--- src/hdl/flash_cmd_regs.vh ---
/*
  Opcodes, register bit positions, write masks and reset values for the
  register and setting command decoder.
  Assumes inclusion by the decoder files only; definitions only.
*/
`ifndef FLASH_CMD_REGS_VH
`define FLASH_CMD_REGS_VH

`define OP_SET_WRITE_LATCH   8'h06
`define OP_CLEAR_WRITE_LATCH 8'h04
`define OP_READ_STATUS       8'h05
`define OP_READ_CONFIG       8'h15
`define OP_WRITE_STAT_CFG    8'h01
`define OP_READ_UPPER_ADDR   8'hC8
`define OP_WRITE_UPPER_ADDR  8'hC5
`define OP_BLOCK_PROTECT_SEL 8'h68
`define OP_ENTER_QUAD        8'h35
`define OP_LEAVE_QUAD        8'hF5
`define OP_ENTER_WIDE_ADDR   8'hB7
`define OP_LEAVE_WIDE_ADDR   8'hE9
`define OP_SUSPEND           8'hB0
`define OP_RESUME            8'h30
`define OP_SLEEP             8'hB9
`define OP_BURST_LENGTH      8'hC0
`define OP_READ_BOOT         8'h16
`define OP_WRITE_BOOT        8'h17
`define OP_ERASE_BOOT        8'h18

`define STAT_BUSY_BIT        0
`define STAT_LATCH_BIT       1
`define STAT_WRITE_MASK      8'hFC
`define CFG_WIDE_BIT         5
`define CFG_WRITE_MASK       8'hDF

`define STATUS_RESET         8'h00
`define CONFIG_RESET         8'h00
`define UPPER_ADDR_RESET     8'h00
`define BURST_RESET          8'h00
`define BOOT_RESET           32'hFFFFFFFF

`define SYNC_STAGES          2

`endif

--- src/hdl/byte_tx_shifter.v ---
/*
  Serialises read bytes onto the I/O lines, one bit or one nibble per
  falling serial clock edge, most significant bit first.
  Assumes shift_i pulses once per falling edge and clear_i while idle.
*/
`timescale 1ns/1ns
module byte_tx_shifter (
  input  wire       clk_i,
  input  wire       rst_i,
  input  wire       clear_i,
  input  wire       shift_i,
  input  wire       quad_i,
  input  wire [7:0] byte_i,
  output reg  [3:0] sio_o,
  output reg  [3:0] sio_oe_o,
  output reg  [1:0] byte_idx_o
);

  reg  [7:0] sh_r;
  reg  [2:0] bit_r;
  wire [7:0] src_w  = (bit_r == 3'h0) ? byte_i : sh_r;
  wire [2:0] step_w = quad_i ? 3'h4 : 3'h1;
  wire [2:0] next_w = bit_r + step_w;

  always @(posedge clk_i or posedge rst_i)
  begin
    if (rst_i)
    begin
      sh_r       <= 8'h00;
      bit_r      <= 3'h0;
      sio_o      <= 4'h0;
      sio_oe_o   <= 4'h0;
      byte_idx_o <= 2'h0;
    end
    else if (clear_i)
    begin
      bit_r      <= 3'h0;
      sio_o      <= 4'h0;
      sio_oe_o   <= 4'h0;
      byte_idx_o <= 2'h0;
    end
    else if (shift_i)
    begin
      bit_r <= next_w;
      if (next_w == 3'h0)
        byte_idx_o <= byte_idx_o + 2'h1;
      if (quad_i)
      begin
        sio_o    <= src_w[7:4];
        sh_r     <= {src_w[3:0], 4'h0};
        sio_oe_o <= 4'hF;
      end
      else
      begin
        // Single-line reads leave on line 1 only
        sio_o    <= {2'b00, src_w[7], 1'b0};
        sh_r     <= {src_w[6:0], 1'b0};
        sio_oe_o <= 4'h2;
      end
    end
  end

endmodule // byte_tx_shifter

--- src/hdl/flash_setting_command_decoder.v ---
/*
  Register and setting command decoder of a serial multi-I/O flash:
  samples chip select, serial clock and I/O lines, decodes one-byte
  opcodes, holds the setting registers and shifts out register reads.
  Assumes serial clock mode 0, a host far slower than mclk_i, and
  array logic on the same clock that reports busy_i.
*/
// Summary of operation
// RULE1: Opcode 06 sets the write latch in either mode, no extra bytes.
// RULE2: Opcode 04 clears the write latch in either mode, no extra bytes.
// RULE3: Opcode 05 shifts out the status register in either mode.
// RULE4: Opcode 15 shifts out the configuration register in either mode.
// RULE5: Opcode 01 with one or two bytes loads status, then configuration.
// RULE6: Opcode C8 returns the upper address register in either mode.
// RULE7: Opcode C5 with exactly one byte stores the upper address register.
// RULE8: Opcode 68, single-line only, enables individual block protection.
// RULE9: Opcode 35, single-line only, enters quad command mode.
// RULE10: Opcode F5, quad mode only, returns to single-line command mode.
// RULE11: Opcode B7 enters four-byte addressing and sets the wide bit.
// RULE12: Opcode E9 returns to three-byte addressing, clears the wide bit.
// RULE13: B0 suspends a running program or erase, 30 resumes it.
// RULE14: Opcode B9 enters deep power-down in either mode.
// RULE15: Opcode C0 sets the wrap-around burst length in either mode.
// RULE16: Boot register: 16 reads 1-4 bytes, 17 writes four, 18 erases.
// RULE17: Opcodes sent in a mode that refuses them change nothing.
// RULE18: Host sets the write latch before any register-modifying command; the decoder checks it only for 01, C5, 17 and 18.
`timescale 1ns/1ns
`include "flash_cmd_regs.vh"
module flash_setting_command_decoder (
  input  wire        mclk_i,
  input  wire        rst_i,
  input  wire        cs_n_i,
  input  wire        sclk_i,
  input  wire [3:0]  sio_i,
  input  wire        busy_i,
  input  wire        wake_i,
  output wire [3:0]  sio_o,
  output wire [3:0]  sio_oe_o,
  output reg  [7:0]  status_o,
  output reg  [7:0]  config_o,
  output reg  [7:0]  upper_addr_o,
  output reg  [7:0]  burst_len_o,
  output reg  [31:0] boot_reg_o,
  output reg         write_latch_bit_o,
  output reg         quad_command_mode_o,
  output reg         wide_address_bit_o,
  output reg         block_protect_o,
  output reg         suspended_o,
  output reg         sleep_o
);

  // Synchronised pins: {cs_n, sclk, sio[3:0]}
  wire [5:0] pins_s;
  wire       cs_n_s = pins_s[5];
  wire       sclk_s = pins_s[4];
  wire [3:0] sio_s  = pins_s[3:0];

  reg        sclk_d_r;
  reg        cs_n_d_r;
  wire       sclk_rise = sclk_s & ~sclk_d_r;
  wire       sclk_fall = ~sclk_s & sclk_d_r;
  wire       cs_rise   = cs_n_s & ~cs_n_d_r;

  // Receive side
  reg  [7:0]  rx_sh_r;
  reg  [2:0]  rx_bit_r;
  reg  [2:0]  byte_cnt_r;
  reg  [7:0]  opcode_r;
  reg  [31:0] data_r;
  reg         reading_r;

  wire [2:0]  rx_step   = quad_command_mode_o ? 3'h4 : 3'h1;
  wire [2:0]  rx_next   = rx_bit_r + rx_step;
  wire [7:0]  rx_byte   = quad_command_mode_o ?
                          {rx_sh_r[3:0], sio_s} :
                          {rx_sh_r[6:0], sio_s[0]};
  wire        rx_done   = sclk_rise & ~cs_n_s & ~reading_r &
                          (rx_next == 3'h0);
  wire [2:0]  data_n    = byte_cnt_r - 3'h1;

  // Read data source
  wire [1:0]  tx_idx;
  reg  [7:0]  tx_byte;

  // Sync resets to the idle pins: cs high, sclk low
  pin_sync #(
    .W       (6),
    .RST_VAL (6'h2F)
  ) u_pin_sync (
    .clk_i (mclk_i),
    .rst_i (rst_i),
    .d_i   ({cs_n_i, sclk_i, sio_i}),
    .q_o   (pins_s)
  );

  byte_tx_shifter u_tx (
    .clk_i      (mclk_i),
    .rst_i      (rst_i),
    .clear_i    (cs_n_s),
    .shift_i    (sclk_fall & reading_r & ~cs_n_s),
    .quad_i     (quad_command_mode_o),
    .byte_i     (tx_byte),
    .sio_o      (sio_o),
    .sio_oe_o   (sio_oe_o),
    .byte_idx_o (tx_idx)
  );

  // Mode check for an opcode of this group
  function accepted;
    input [7:0] op;
    input       quad;
    begin
      case (op)
        `OP_BLOCK_PROTECT_SEL,
        `OP_ENTER_QUAD,
        `OP_READ_BOOT,
        `OP_WRITE_BOOT,
        `OP_ERASE_BOOT:       accepted = ~quad; // RULE17
        `OP_LEAVE_QUAD:       accepted = quad; // RULE17
        `OP_SET_WRITE_LATCH,
        `OP_CLEAR_WRITE_LATCH,
        `OP_READ_STATUS,
        `OP_READ_CONFIG,
        `OP_WRITE_STAT_CFG,
        `OP_READ_UPPER_ADDR,
        `OP_WRITE_UPPER_ADDR,
        `OP_ENTER_WIDE_ADDR,
        `OP_LEAVE_WIDE_ADDR,
        `OP_SUSPEND,
        `OP_RESUME,
        `OP_SLEEP,
        `OP_BURST_LENGTH:     accepted = 1'b1;
        default:              accepted = 1'b0; // RULE17
      endcase
    end
  endfunction

  // Opcodes that answer with data right after the opcode byte
  function is_read;
    input [7:0] op;
    begin
      is_read = (op == `OP_READ_STATUS) ||
                (op == `OP_READ_CONFIG) ||
                (op == `OP_READ_UPPER_ADDR) ||
                (op == `OP_READ_BOOT);
    end
  endfunction

  // Byte presented to the serialiser; register reads repeat
  always @*
  begin
    case (opcode_r)
      `OP_READ_STATUS:
      begin
        tx_byte                  = status_o; // RULE3
        tx_byte[`STAT_LATCH_BIT] = write_latch_bit_o;
        tx_byte[`STAT_BUSY_BIT]  = busy_i;
      end
      `OP_READ_CONFIG:
        tx_byte = config_o; // RULE4
      `OP_READ_UPPER_ADDR:
        tx_byte = upper_addr_o; // RULE6
      `OP_READ_BOOT:
      begin
        // Least significant byte first, wraps after four
        case (tx_idx)
          2'h0:    tx_byte = boot_reg_o[7:0]; // RULE16
          2'h1:    tx_byte = boot_reg_o[15:8];
          2'h2:    tx_byte = boot_reg_o[23:16];
          default: tx_byte = boot_reg_o[31:24];
        endcase
      end
      default:
        tx_byte = 8'h00;
    endcase
  end

  // Edge detectors read only the second sync stage
  // Idle levels after reset, so no false edge follows
  always @(posedge mclk_i or posedge rst_i)
  begin
    if (rst_i)
    begin
      sclk_d_r <= 1'b0;
      cs_n_d_r <= 1'b1;
    end
    else
    begin
      sclk_d_r <= sclk_s;
      cs_n_d_r <= cs_n_s;
    end
  end

  // Byte assembly within one chip-select frame
  always @(posedge mclk_i or posedge rst_i)
  begin
    if (rst_i)
    begin
      rx_sh_r    <= 8'h00;
      rx_bit_r   <= 3'h0;
      byte_cnt_r <= 3'h0;
      opcode_r   <= 8'h00;
      data_r     <= 32'h00000000;
      reading_r  <= 1'b0;
    end
    else if (cs_n_s)
    begin
      rx_bit_r  <= 3'h0;
      reading_r <= 1'b0;
      if (cs_rise)
        byte_cnt_r <= 3'h0;
    end
    else if (sclk_rise & ~reading_r)
    begin
      rx_sh_r  <= rx_byte;
      rx_bit_r <= rx_next;
      if (rx_done)
      begin
        if (byte_cnt_r != 3'h7)
          byte_cnt_r <= byte_cnt_r + 3'h1;
        if (byte_cnt_r == 3'h0)
        begin
          opcode_r  <= rx_byte;
          // Refused or sleeping: no answer is driven
          reading_r <= is_read(rx_byte) & ~sleep_o &
                       accepted(rx_byte, quad_command_mode_o); // RULE17
        end
        else
          data_r <= {data_r[23:0], rx_byte};
      end
    end
  end

  // Commands take effect when chip select rises on a byte boundary;
  // a frame cut mid-byte is dropped so a glitch cannot write.
  wire commit = cs_rise & (byte_cnt_r != 3'h0) & (rx_bit_r == 3'h0) &
                ~sleep_o & accepted(opcode_r, quad_command_mode_o);

  always @(posedge mclk_i or posedge rst_i)
  begin
    if (rst_i)
    begin
      status_o            <= `STATUS_RESET;
      config_o            <= `CONFIG_RESET;
      upper_addr_o        <= `UPPER_ADDR_RESET;
      burst_len_o         <= `BURST_RESET;
      boot_reg_o          <= `BOOT_RESET;
      write_latch_bit_o   <= 1'b0;
      quad_command_mode_o <= 1'b0;
      wide_address_bit_o  <= 1'b0;
      block_protect_o     <= 1'b0;
      suspended_o         <= 1'b0;
      sleep_o             <= 1'b0;
    end
    else
    begin
      config_o[`CFG_WIDE_BIT] <= wide_address_bit_o;
      // A command in the same cycle wins over wake
      if (wake_i & ~commit)
        sleep_o <= 1'b0;
      if (commit)
      begin
        case (opcode_r)
          `OP_SET_WRITE_LATCH:
            if (data_n == 3'h0)
              write_latch_bit_o <= 1'b1; // RULE1
          `OP_CLEAR_WRITE_LATCH:
            if (data_n == 3'h0)
              write_latch_bit_o <= 1'b0; // RULE2
          `OP_WRITE_STAT_CFG:
            // Needs the latch set beforehand; latch drops after
            if (write_latch_bit_o)
            begin
              if (data_n == 3'h1)
              begin
                status_o          <= data_r[7:0] & `STAT_WRITE_MASK; // RULE5
                write_latch_bit_o <= 1'b0; // RULE18
              end
              else if (data_n == 3'h2)
              begin
                status_o          <= data_r[15:8] & `STAT_WRITE_MASK; // RULE5
                config_o          <= (data_r[7:0] & `CFG_WRITE_MASK) |
                                     ({7'h00, wide_address_bit_o} <<
                                      `CFG_WIDE_BIT);
                write_latch_bit_o <= 1'b0;
              end
            end
          `OP_WRITE_UPPER_ADDR:
            if (write_latch_bit_o & (data_n == 3'h1))
            begin
              upper_addr_o      <= data_r[7:0]; // RULE7
              write_latch_bit_o <= 1'b0; // RULE18
            end
          `OP_BLOCK_PROTECT_SEL:
            if (data_n == 3'h0)
              block_protect_o <= 1'b1; // RULE8
          `OP_ENTER_QUAD:
            if (data_n == 3'h0)
              quad_command_mode_o <= 1'b1; // RULE9
          `OP_LEAVE_QUAD:
            if (data_n == 3'h0)
              quad_command_mode_o <= 1'b0; // RULE10
          `OP_ENTER_WIDE_ADDR:
            if (data_n == 3'h0)
              wide_address_bit_o <= 1'b1; // RULE11
          `OP_LEAVE_WIDE_ADDR:
            if (data_n == 3'h0)
              wide_address_bit_o <= 1'b0; // RULE12
          `OP_SUSPEND:
            // Nothing to suspend while idle
            if ((data_n == 3'h0) & busy_i)
              suspended_o <= 1'b1; // RULE13
          `OP_RESUME:
            if (data_n == 3'h0)
              suspended_o <= 1'b0; // RULE13
          `OP_SLEEP:
            if (data_n == 3'h0)
              sleep_o <= 1'b1; // RULE14
          `OP_BURST_LENGTH:
            if (data_n == 3'h1)
              burst_len_o <= data_r[7:0]; // RULE15
          `OP_WRITE_BOOT:
            if (write_latch_bit_o & (data_n == 3'h4))
            begin
              boot_reg_o        <= data_r; // RULE16
              write_latch_bit_o <= 1'b0; // RULE18
            end
          `OP_ERASE_BOOT:
            if (write_latch_bit_o & (data_n == 3'h0))
            begin
              boot_reg_o        <= `BOOT_RESET; // RULE16
              write_latch_bit_o <= 1'b0;
            end
          default:
            write_latch_bit_o <= write_latch_bit_o;
        endcase
      end
    end
  end

endmodule // flash_setting_command_decoder

--- src/hdl/pin_sync.v ---
/*
  Two-flop synchroniser for a group of level inputs.
  Assumes the inputs are asynchronous to clk_i; only q_o is read.
*/
`timescale 1ns/1ns
module pin_sync #(
  parameter         W       = 1,
  parameter [W-1:0] RST_VAL = {W{1'b1}}
) (
  input  wire         clk_i,
  input  wire         rst_i,
  input  wire [W-1:0] d_i,
  output reg  [W-1:0] q_o
);

  reg [W-1:0] meta_r;

  // Both stages reset to the idle levels of the pins
  always @(posedge clk_i or posedge rst_i)
  begin
    if (rst_i)
    begin
      meta_r <= RST_VAL;
      q_o    <= RST_VAL;
    end
    else
    begin
      meta_r <= d_i;
      q_o    <= meta_r;
    end
  end

endmodule // pin_sync

--- config.mk ---
export PLATFORM = sky130hd
export DESIGN_NAME = flash_setting_command_decoder
export DESIGN_NICKNAME = d
export VERILOG_FILES = /design/src/hdl/byte_tx_shifter.v /design/src/hdl/flash_setting_command_decoder.v /design/src/hdl/pin_sync.v
export VERILOG_INCLUDE_DIRS = /design/src /design/src/hdl
export SDC_FILE = /design/constraint.sdc
export NUM_CORES = 1
export LEC_CHECK = 0
export ABC_AREA = 1
export BUFFER_PORTS_ARGS = -buffer_cell sky130_fd_sc_hd__buf_4
export CORE_MARGIN = 2
export CORE_UTILIZATION = 45
export DETAILED_ROUTE_END_ITERATION = 16
export SLEW_MARGIN = 10
export SYNTH_ARGS = -nofsm -noshare
export SYNTH_HDL_FRONTEND = slang
export SYNTH_SLANG_ARGS = --single-unit
--- constraint.sdc ---
create_clock -name mclk_i -period 6.75 [get_ports mclk_i]
set_input_delay 0 -clock mclk_i [delete_from_list [all_inputs] [get_ports mclk_i]]
set_output_delay 0 -clock mclk_i [all_outputs]
set_load 0.05 [all_outputs]
==> impl_metrics.toml, run 1 <==
[worst_setup_path]
critPathTopFamily = "simple AND/OR/NAND/NOR gates"
critPathMaxStageDelay_ns = 1.32
crit_arrival_ns = 3.76
critPathSlowestCell = "o31ai_4"
cp_cell_sequence = "inv_2 > nand2_1 > nor2_1 > nand2_1 > o31ai_4 > nand4_1 > nand2_1"
reg2reg_depth = 7
crit_buf_inv = 1
r2r-end = "boot_reg_o[26]"
worstSetupPathType = "flip-flop to flip-flop"
reg2reg_slack_ns = 3.35
worstSetupEndpointType = "flip-flop"
required_ns = 7.11
start_kind = "flip-flop"
crit_top_cell = "nand2_1"
cp_max_fo = 35
timing.rr.start = "opcode_r[5]"

[synthesis]
yosysTopAreaCell = "dfrtp_1"
synth_cell_types = 38
syn-cell-area_um2 = 7610
yosysSeqAreaShare = 0.513
ys_warn_count = 0
avgSynthCellArea_um2 = 7.96
synth_flop_cell = "dfrtp_1"
synth-seq-cells = 154
synthCells = 956
synth_edf_count = 0
synthArstFlopShare = 1.00
yosys.area.top_type_share = 0.365
yosys-top-cells-area = "dfrtp_1 36%, nand2_1 17%, dfstp_2 15%"

[grt]
grt_pass1_vias = 6333
grt_usage = 0.247
grt-ovfl-total = 0
grt_max_degree = 94
grt_first_pass_wirelength_um = 34500
antenna_found_initial = 0

[final_layout]
final_util = 0.549
syn_to_final_growth_pct = 19.5
drive_gt1_frac = 0.181
n_antenna_cell = 0
finish.net_count = 1059

[floorplan]
die_h_um = 134
ios = 88
start_util = 0.459
die_width_um = 134
rows = 47
dieArea_um2 = 18000
core-area_um2 = 16600

[drt]
routed_wirelength_um = 21200
wl_per_cell_um = 16.8
via_count = 6619
met2WireLength_um = 9080
wl_met1_um = 10500
topRoutingLayerUsed = "met4"
ant_nets = 0
drt_iter0_drc = 522
met3_wirelength_um = 1460
dr.pass1.iters = 5
route.detailed.drc = 0
viasPerCell = 5.22

[cts]
root_buffer = "clkbuf_16"
cts_buffer_depth = 2
htreeDepth = 4
clk_pin_slew_ns = 0.06
postCtsResizedCells = 0
cts-buffers-inserted = 17
post-cts-setup-buffers = 0
cts_num_sinks = 154
clock_latency_ns = 0.43
cts_tree = "done"

[sta]
skew_ns = 0.0117
timing.fmax_ghz = 0.294
hold_violations = 0
tightest_slew_ns = 1.29
fin_crit_ns = 3.40
setup_viol = 0
relSlewSlack = 0.140
slew_violations = 0
rsz0062_at_grt = "no"
post-route-period-util = 0.504
finalSetupTns_ns = 0

[worst_hold_path]
hold_class = "input pin to flip-flop"
hold_depth = 2
min_from = "sio_i[0]"
min_to = "u_pin_sync.meta_r[0]"

[place]
port_buffers = 85
gp_congestion = 0.918
hpwlAfterDp_um = 14900

[pwr]
ir_worst_vdd_mv = 0.184
power.leakage_uw = 0.00468
power_density_nw_per_um2 = 247

[status]
status = "finished, final reports clean"

[flow_run]
cap_violations = 0
[state kept, by name (all words and copies together), names as in the netlist, 2 cells and up]
| signal | cells |
|---|---|
| boot_reg_o | 32 |
| u_pin_sync.meta_r | 6 |
| config_o | 8 |
| opcode_r | 8 |
| u_tx.sh_r | 7 |
| u_tx.sio_oe_o | 2 |
| u_pin_sync.q_o | 6 |
| rx_bit_r | 3 |
| rx_sh_r | 7 |
| upper_addr_o | 8 |
| u_tx.sio_o | 4 |
| status_o | 6 |
| u_tx.bit_r | 3 |
| data_r | 32 |
| u_tx.byte_idx_o | 2 |
| byte_cnt_r | 3 |
| burst_len_o | 8 |
[synth_stat cells, types with 5 or more instances]
master,instances
a21oi_1,16
a31oi_1,7
buf_2,17
buf_4,5
clkbuf_1,16
dfrtp_1,111
dfstp_2,43
ha_1,15
inv_1,85
nand2_1,348
nand3_1,65
nand4_1,44
nor2_1,48
nor3_1,6
o211ai_1,10
o21ai_0,72
or2_2,11
[worst max path at each step]
stage | cells after the start | slack, ns | start | to
after floorplan | 1 | 2.67 | rst_i | block_protect_o
after global placement | 12 | 3.21 | byte_cnt_r[0] | boot_reg_o[9]
after detailed placement | 7 | 3.42 | opcode_r[5] | boot_reg_o[26]
after CTS | 7 | 3.40 | opcode_r[5] | boot_reg_o[26]
after global routing | 7 | 3.06 | opcode_r[6] | boot_reg_o[9]
final | 7 | 3.35 | opcode_r[5] | boot_reg_o[26]
[worst reg2reg max path, cell delays in order (launching register included)]
cell and delay (ns):
dfrtp_1 0.43, inv_2 0.10, nand2_1 0.05, nor2_1 0.31
nand2_1 0.74, o31ai_4 1.33, nand4_1 0.25, nand2_1 0.12
[cells by family after synthesis]
kind of cell | after synthesis | synth area share
xor gates and xnor gates | 5 | 0.00575
buffers and inverters | 128 | 0.0684
DFF | 154 | 0.513
adders and majority gates | 15 | 0.0247
and+or+nand+nor | 537 | 0.302
other | 1 | 0.000493
AOI/OAI and AO/OA | 116 | 0.0856
[cell usage in the layout, fill, tap and decap left out, drive strengths merged, types with 7 or more instances in the layout]
cell / n
ha: 15
a31oi: 7
dfstp: 43
inv: 88
clkbuf: 22
dlygate4sd3: 9
buf: 89
nand2: 352
or2: 11
a21oi: 17
o211ai: 10
nand4: 45
o21ai: 73
dfrtp: 111
nand3: 65
nor2: 54
[area by class of cell]
class | count | area (um^2)
multi-input combinational | 675 | 3210
inverter | 88 | 335
clock buffer | 22 | 474
fill | 1610 | 7490
tap | 220 | 275
clock inverter | 10 | 139
sequential | 154 | 3910
timing repair buffer | 98 | 758
[per-stage QoR]
step / total power, uW / area, um^2 / hold slack [ns] / cells / worst slack, ns
4_1_cts: 2260 / 9100 / 0.203 / 1267 / 3.40
5_1_grt: 2350 / 9100 / 0.211 / 1267 / 3.06
3_5_place_dp: 1260 / 8390 / 0.110 / 1226 / 3.42
3_3_place_gp: 1260 / 8390 / 0.108 / 1226 / 3.21
6_report: 2250 / 9100 / 0.223 / 1267 / 3.35
2_1_floorplan: 1180 / 7620 / 0.00448 / 957 / 2.67
[per-layer routing]
| metal | vias to the layer above | GRT usage |
|---|---|---|
| met5 | - | 0 |
| met4 | 0 | 0.0585 |
| met3 | 15 | 0.0635 |
| met2 | 210 | 0.355 |
| met1 | 3143 | 0.374 |
| li1 | 3251 | - |
[report_power, final]
| part | switching [uW] | internal [uW] | leakage (uW) |
|---|---|---|---|
| Clock | 387 | 612 | 0.000300 |
| Sequential | 36.7 | 967 | 0.00197 |
| Combinational | 177 | 68.1 | 0.00242 |
| Total | 601 | 1650 | 0.00468 |
[what timing repair did]
action / in CTS / in global routing
hold buffers: 9 / 0
hold endpoints to repair: 90 / 0
setup endpoints to repair: 0 / 0
No activity file was read; power rests on OpenSTA's default activity.
==> run 2: changes to the inputs <==
ABC_AREA = 0   (was 1)
PLACE_DENSITY = 0.67   (was not set)
clock period = 3 ns   (was 6.75 ns; I/O delays follow)
==> impl_metrics.toml, run 2 <==
[synthesis]
synth_cell_types = 61
synthCells = 638
yosysMostFrequentCell = "dfrtp_1"
yosysTopAreaCell = "dfrtp_1"
avgSynthCellArea_um2 = 11.6
synth-seq-cells = 154
synthTopCellsByCount = "111 x dfrtp_1, 90 x mux2_2, 57 x nand2_1, 43 x dfstp_2, 39 x nor2_1"
yosys.area.top_type_share = 0.375
synth_flop_cell = "dfrtp_1"
syn-cell-area_um2 = 7400
synthArstFlopShare = 1.00
yosys-top-cells-area = "dfrtp_1 38%, dfstp_2 15%, mux2_2 14%"
synth_edf_count = 0
yosysSeqAreaShare = 0.528
ys_warn_count = 0

[sta]
relSlewSlack = 0.329
rsz0062_at_grt = "no"
post-route-period-util = 0.882
tightest_slew_ns = 1.00
setup_viol = 0
skew_ns = 0.00901
slew_violations = 0
timing.fmax_ghz = 0.378
hold_violations = 0
fin_hold_ws_ns = 0.231
finalSetupTns_ns = 0
fin_crit_ns = 2.65

[cts]
root_buffer = "clkbuf_16"
cts-buffers-inserted = 17
clock_latency_ns = 0.42
cts_num_sinks = 154
htreeDepth = 4
cts_buffer_depth = 2
cts_tree = "done"
clk_pin_slew_ns = 0.06

[drt]
route.detailed.drc = 0
routed_wirelength_um = 18600
dr.pass1.iters = 6
viasPerCell = 5.61
via_count = 5409
ant_nets = 0
wl_per_cell_um = 19.3
drt_iter0_drc = 377

[place]
gp_congestion = 0.917
port_buffers = 85
hpwlAfterDp_um = 13300

[floorplan]
start_util = 0.463
rows = 46
die_width_um = 132
core-area_um2 = 16000
ios = 88
die_h_um = 132
dieArea_um2 = 17500

[pwr]
p_comb_frac = 0.111
ir_worst_vdd_mv = 0.618
sequentialPowerShare = 0.461
power.leakage_uw = 0.00424
p_int_uw = 3770
clockPowerShare = 0.428
p_sw_uw = 1310
sw_frac_of_total = 0.258
power_density_nw_per_um2 = 565

[grt]
grt-ovfl-total = 0
antenna_found_initial = 0
grt_max_degree = 55
grt_first_pass_wirelength_um = 30000
grt_usage = 0.220
grt_pass1_vias = 5407

[worst_setup_path]
reg2reg_slack_ns = 0.35
timing.rr.start = "opcode_r[3]"
start_kind = "flip-flop"
r2r-end = "boot_reg_o[22]"
worstSetupPathType = "flip-flop to flip-flop"
cp_max_fo = 32
worstSetupEndpointType = "flip-flop"
required_ns = 3.34
reg2reg_depth = 7
worstSetupStartpoint = "opcode_r[3]"
critPathCapture = "boot_reg_o[22]"
crit_arrival_ns = 2.99

[worst_hold_path]
hold_class = "input pin to flip-flop"
hold_depth = 2

[final_layout]
finish.net_count = 760
mostFrequentLayoutCells = "111 x dfrtp_1, 105 x buf_4, 90 x mux2_2"
n_antenna_cell = 0
drive_gt1_frac = 0.376
final_common_cell = "dfrtp_1"
syn_to_final_growth_pct = 21.5
fillerInstances = 1391
reg_top3 = "boot_reg_o x32, data_r x32"

[status]
status = "finished, final reports clean"

[flow_run]
cap_violations = 0
-- run 2: cell types whose count changed after synthesis, sizes merged, moves of 41 or more --
| cell | change |
|---|---|
| o21ai | -41 |
| mux2 | +90 |
| inv | -79 |
| nand4 | -42 |
| nand3 | -58 |
| nand2 | -294 |
-- run 2: worst min-delay path by stage --
| stage | startpoint | end | slack, ns |
|---|---|---|---|
| after floorplan | sio_i[0] | u_pin_sync.meta_r[0] | 0.004 |
| after global placement | sio_i[1] | u_pin_sync.meta_r[1] | 0.11 |
| after detailed placement | sio_i[2] | u_pin_sync.meta_r[2] | 0.11 |
| after CTS | sio_i[1] | u_pin_sync.meta_r[1] | 0.22 |
| after global routing | sio_i[2] | u_pin_sync.meta_r[2] | 0.22 |
| final | cs_n_i | u_pin_sync.meta_r[5] | 0.23 |
-- run 2: cells by family (layout without fill, tap and decap cells) --
group | after synthesis | count (layout) | synth area share
AND/OR/NAND/NOR | 196 | 196 | 0.147
flip-flops | 154 | 154 | 0.528
multiplexers | 110 | 110 | 0.164
AO/OA/AOI/OAI | 107 | 107 | 0.0951
buffers and inverters | 48 | 157 | 0.0319
adder cells (fa/ha/maj) | 15 | 15 | 0.0253
XOR/XNOR | 7 | 7 | 0.00828
other | 1 | 2 | 0.000506
-- run 2: power groups by stage --
stage / registers [uW] / logic [uW] / clock network, uW
2_1_floorplan: 2260 / 481 / 0
3_3_place_gp: 2370 / 551 / 0
3_5_place_dp: 2380 / 553 / 0
4_1_cts: 2340 / 566 / 2210
5_1_grt: 2370 / 625 / 2320
6_report: 2340 / 564 / 2180
-- run 2: cell type report --
| type | count | area, um^2 | share of cell area |
|---|---|---|---|
| clock buffers | 25 | 485 | 0.0539 |
| clock inverters | 7 | 116 | 0.0129 |
| inverters | 9 | 37.5 | 0.00417 |
| multi-input cells | 437 | 3260 | 0.363 |
| flip-flops and latches | 154 | 3910 | 0.434 |
| well taps | 216 | 270 | 0.0300 |
| repair buffers | 116 | 918 | 0.102 |
-- run 2: through the flow --
step | total power [uW] | utilization | setup slack [ns] | cells | instance area [um^2]
after detailed placement | 2930 | 0.519 | 0.385 | 923 | 8310
after global placement | 2920 | 0.519 | 0.407 | 923 | 8310
after floorplan | 2740 | - | 0.0507 | 639 | 7410
after CTS | 5120 | 0.562 | 0.376 | 964 | 9000
final | 5090 | 0.562 | 0.354 | 964 | 9000
after global routing | 5310 | 0.562 | 0.138 | 964 | 9000
-- run 2: worst max-delay path, cell delays in order (launching register included) --
cell and delay [ns]:
dfrtp_1 0.58, nor4bb_1 0.69, nand4_1 0.17, a21oi_1 0.20
nor3_2 0.11, a21oi_4 0.20, buf_12 0.24, mux2_2 0.37
-- run 2: metal layers --
layer	vias up	routed length (um)	track usage	part of all wire
li1	2486	-	-	-
met3	33	975	0.0573	0.052
met4	0	377	0.0735	0.020
met2	165	8640	0.332	0.46
met5	-	0	0	0
met1	2725	8590	0.310	0.46
-- run 2: what timing repair did --
action                    CTS  global route
hold endpoints to repair   49             0
hold buffers                9             0
gates resized for setup     0             0
buffers inserted            0             0
==> run 3: changes to the inputs <==
BUFFER_PORTS_ARGS = not set   (was -buffer_cell sky130_fd_sc_hd__buf_4)
DONT_BUFFER_PORTS = 1   (was not set)
PLACE_DENSITY = not set   (was 0.67)
==> impl_metrics.toml, run 3 (synthesis results as in run 2) <==
[grt]
grt_usage = 0.216
grt_first_pass_wirelength_um = 29100
grt_pass1_vias = 5117
grt-ovfl-total = 0
antenna_found_initial = 0
grt_max_degree = 70

[status]
status = "finished, final reports clean"

[final_layout]
seq_area_um2 = 3910
multi_input_area_um2 = 3260
n_antenna_cell = 0
finish.net_count = 684
final_common_cell = "dfrtp_1"
stdcell_count = 888
fillerInstances = 1444
mostFrequentLayoutCells = "111 x dfrtp_1, 90 x mux2_2, 57 x nand2_1"
reg_top3 = "boot_reg_o x32, data_r x32"
syn_to_final_growth_pct = 14.4
drive_gt1_frac = 0.311

[drt]
dr.pass1.iters = 5
route.detailed.drc = 0
met3_wirelength_um = 1310
viasPerCell = 5.77
topRoutingLayerUsed = "met4"
wl_per_cell_um = 20.4
drt_iter0_drc = 352
routed_wirelength_um = 18100
met2WireLength_um = 8440
wl_met1_um = 7920
ant_nets = 0
via_count = 5120

[sta]
timing.fmax_ghz = 0.384
finalSetupTns_ns = 0
slew_violations = 0
post-route-period-util = 0.869
hold_violations = 0
rsz0062_at_grt = "no"
fin_crit_ns = 2.61
skew_ns = 0.00998
tightest_slew_ns = 0.916
relSlewSlack = 0.388
setup_viol = 0

[cts]
cts_tree = "done"
cts_buffer_depth = 2
clk_pin_slew_ns = 0.06
clock_latency_ns = 0.43
root_buffer = "clkbuf_16"
cts_num_sinks = 154
htreeDepth = 4
cts-buffers-inserted = 17
postCtsResizedCells = 0

[worst_setup_path]
worstSetupEndpointType = "flip-flop"
worstSetupPathType = "flip-flop to flip-flop"
crit_arrival_ns = 2.96
reg2reg_depth = 7
cp_max_fo = 32
required_ns = 3.35
start_kind = "flip-flop"

[floorplan]
ios = 88
die_h_um = 132
core-area_um2 = 16000
dieArea_um2 = 17500
start_util = 0.463
rows = 46
die_width_um = 132

[pwr]
ir_worst_vdd_mv = 0.447
p_comb_frac = 0.108
sw_frac_of_total = 0.258
p_sw_uw = 1340
power.leakage_uw = 0.00386
clockPowerShare = 0.441
power_density_nw_per_um2 = 613
sequentialPowerShare = 0.451
p_int_uw = 3850

[flow_run]
cap_violations = 0

[place]
hpwlAfterDp_um = 13100
port_buffers = 0
place_inst = 847
gp_congestion = 0.876

[worst_hold_path]
hold_class = "input pin to flip-flop"
hold_depth = 1
run 3: worst max-delay path, stage by stage, from the launching register on:
cell	delay, ns
dfrtp_1	0.57
or4b_2	0.70
o211ai_1	0.17
o2111a_1	0.20
nor3_2	0.08
a21oi_4	0.19
buf_12	0.24
mux2_2	0.36
run 3: path summary, 6_finish.rpt:
check                                     startpoint                    to  slack (ns)
worst max register to register           opcode_r[6]        boot_reg_o[12]        0.39
worst min register to register  u_pin_sync.meta_r[4]     u_pin_sync.q_o[4]        0.35
max in group asynchronous                      rst_i        boot_reg_o[12]        1.83
min in group asynchronous                      rst_i        burst_len_o[1]        0.23
worst max-delay path                     opcode_r[6]        boot_reg_o[12]        0.39
worst min-delay path                        sio_i[3]  u_pin_sync.meta_r[3]        0.11
run 3: final cells by class:
| cell class | count | share of cell area |
|---|---|---|
| Multi-Input combinational cell | 437 | 0.385 |
| Tap cell | 216 | 0.0319 |
| Inverter | 9 | 0.00443 |
| Clock inverter | 8 | 0.0154 |
| Sequential cell | 154 | 0.461 |
| Clock buffer | 24 | 0.0604 |
| Timing Repair Buffer | 40 | 0.0411 |
run 3: per-layer routing:
layer	up-vias	track usage
li1	2332	-
met1	2610	0.291
met2	153	0.330
met3	25	0.0688
met4	0	0.0789
met5	-	0
run 3: power groups by stage:
stage	sequential (uW)	combinational (uW)	clock, uW
after floorplan	2260	481	0
after global placement	2370	550	0
after global routing	2360	623	2430
final	2340	563	2290
after detailed placement	2370	552	0
after CTS	2340	565	2310
run 3: timing repair:
item                                   in CTS  in global routing
endpoints found under the hold margin      42                  0
buffers inserted                            0                  0
hold buffers                                9                  0
run 3: metrics by stage:
step           power [uW]   util  area [um^2]  setup WS (ns)  hold WS [ns]
2_1_floorplan        2740      -         7410         0.0507       0.00448
3_3_place_gp         2920  0.484         7740          0.439       0.00454
3_5_place_dp         2930  0.484         7740          0.400       0.00455
4_1_cts              5220  0.529         8470          0.394        0.0980
5_1_grt              5410  0.529         8470          0.200         0.102
6_report             5190  0.529         8470          0.394         0.112
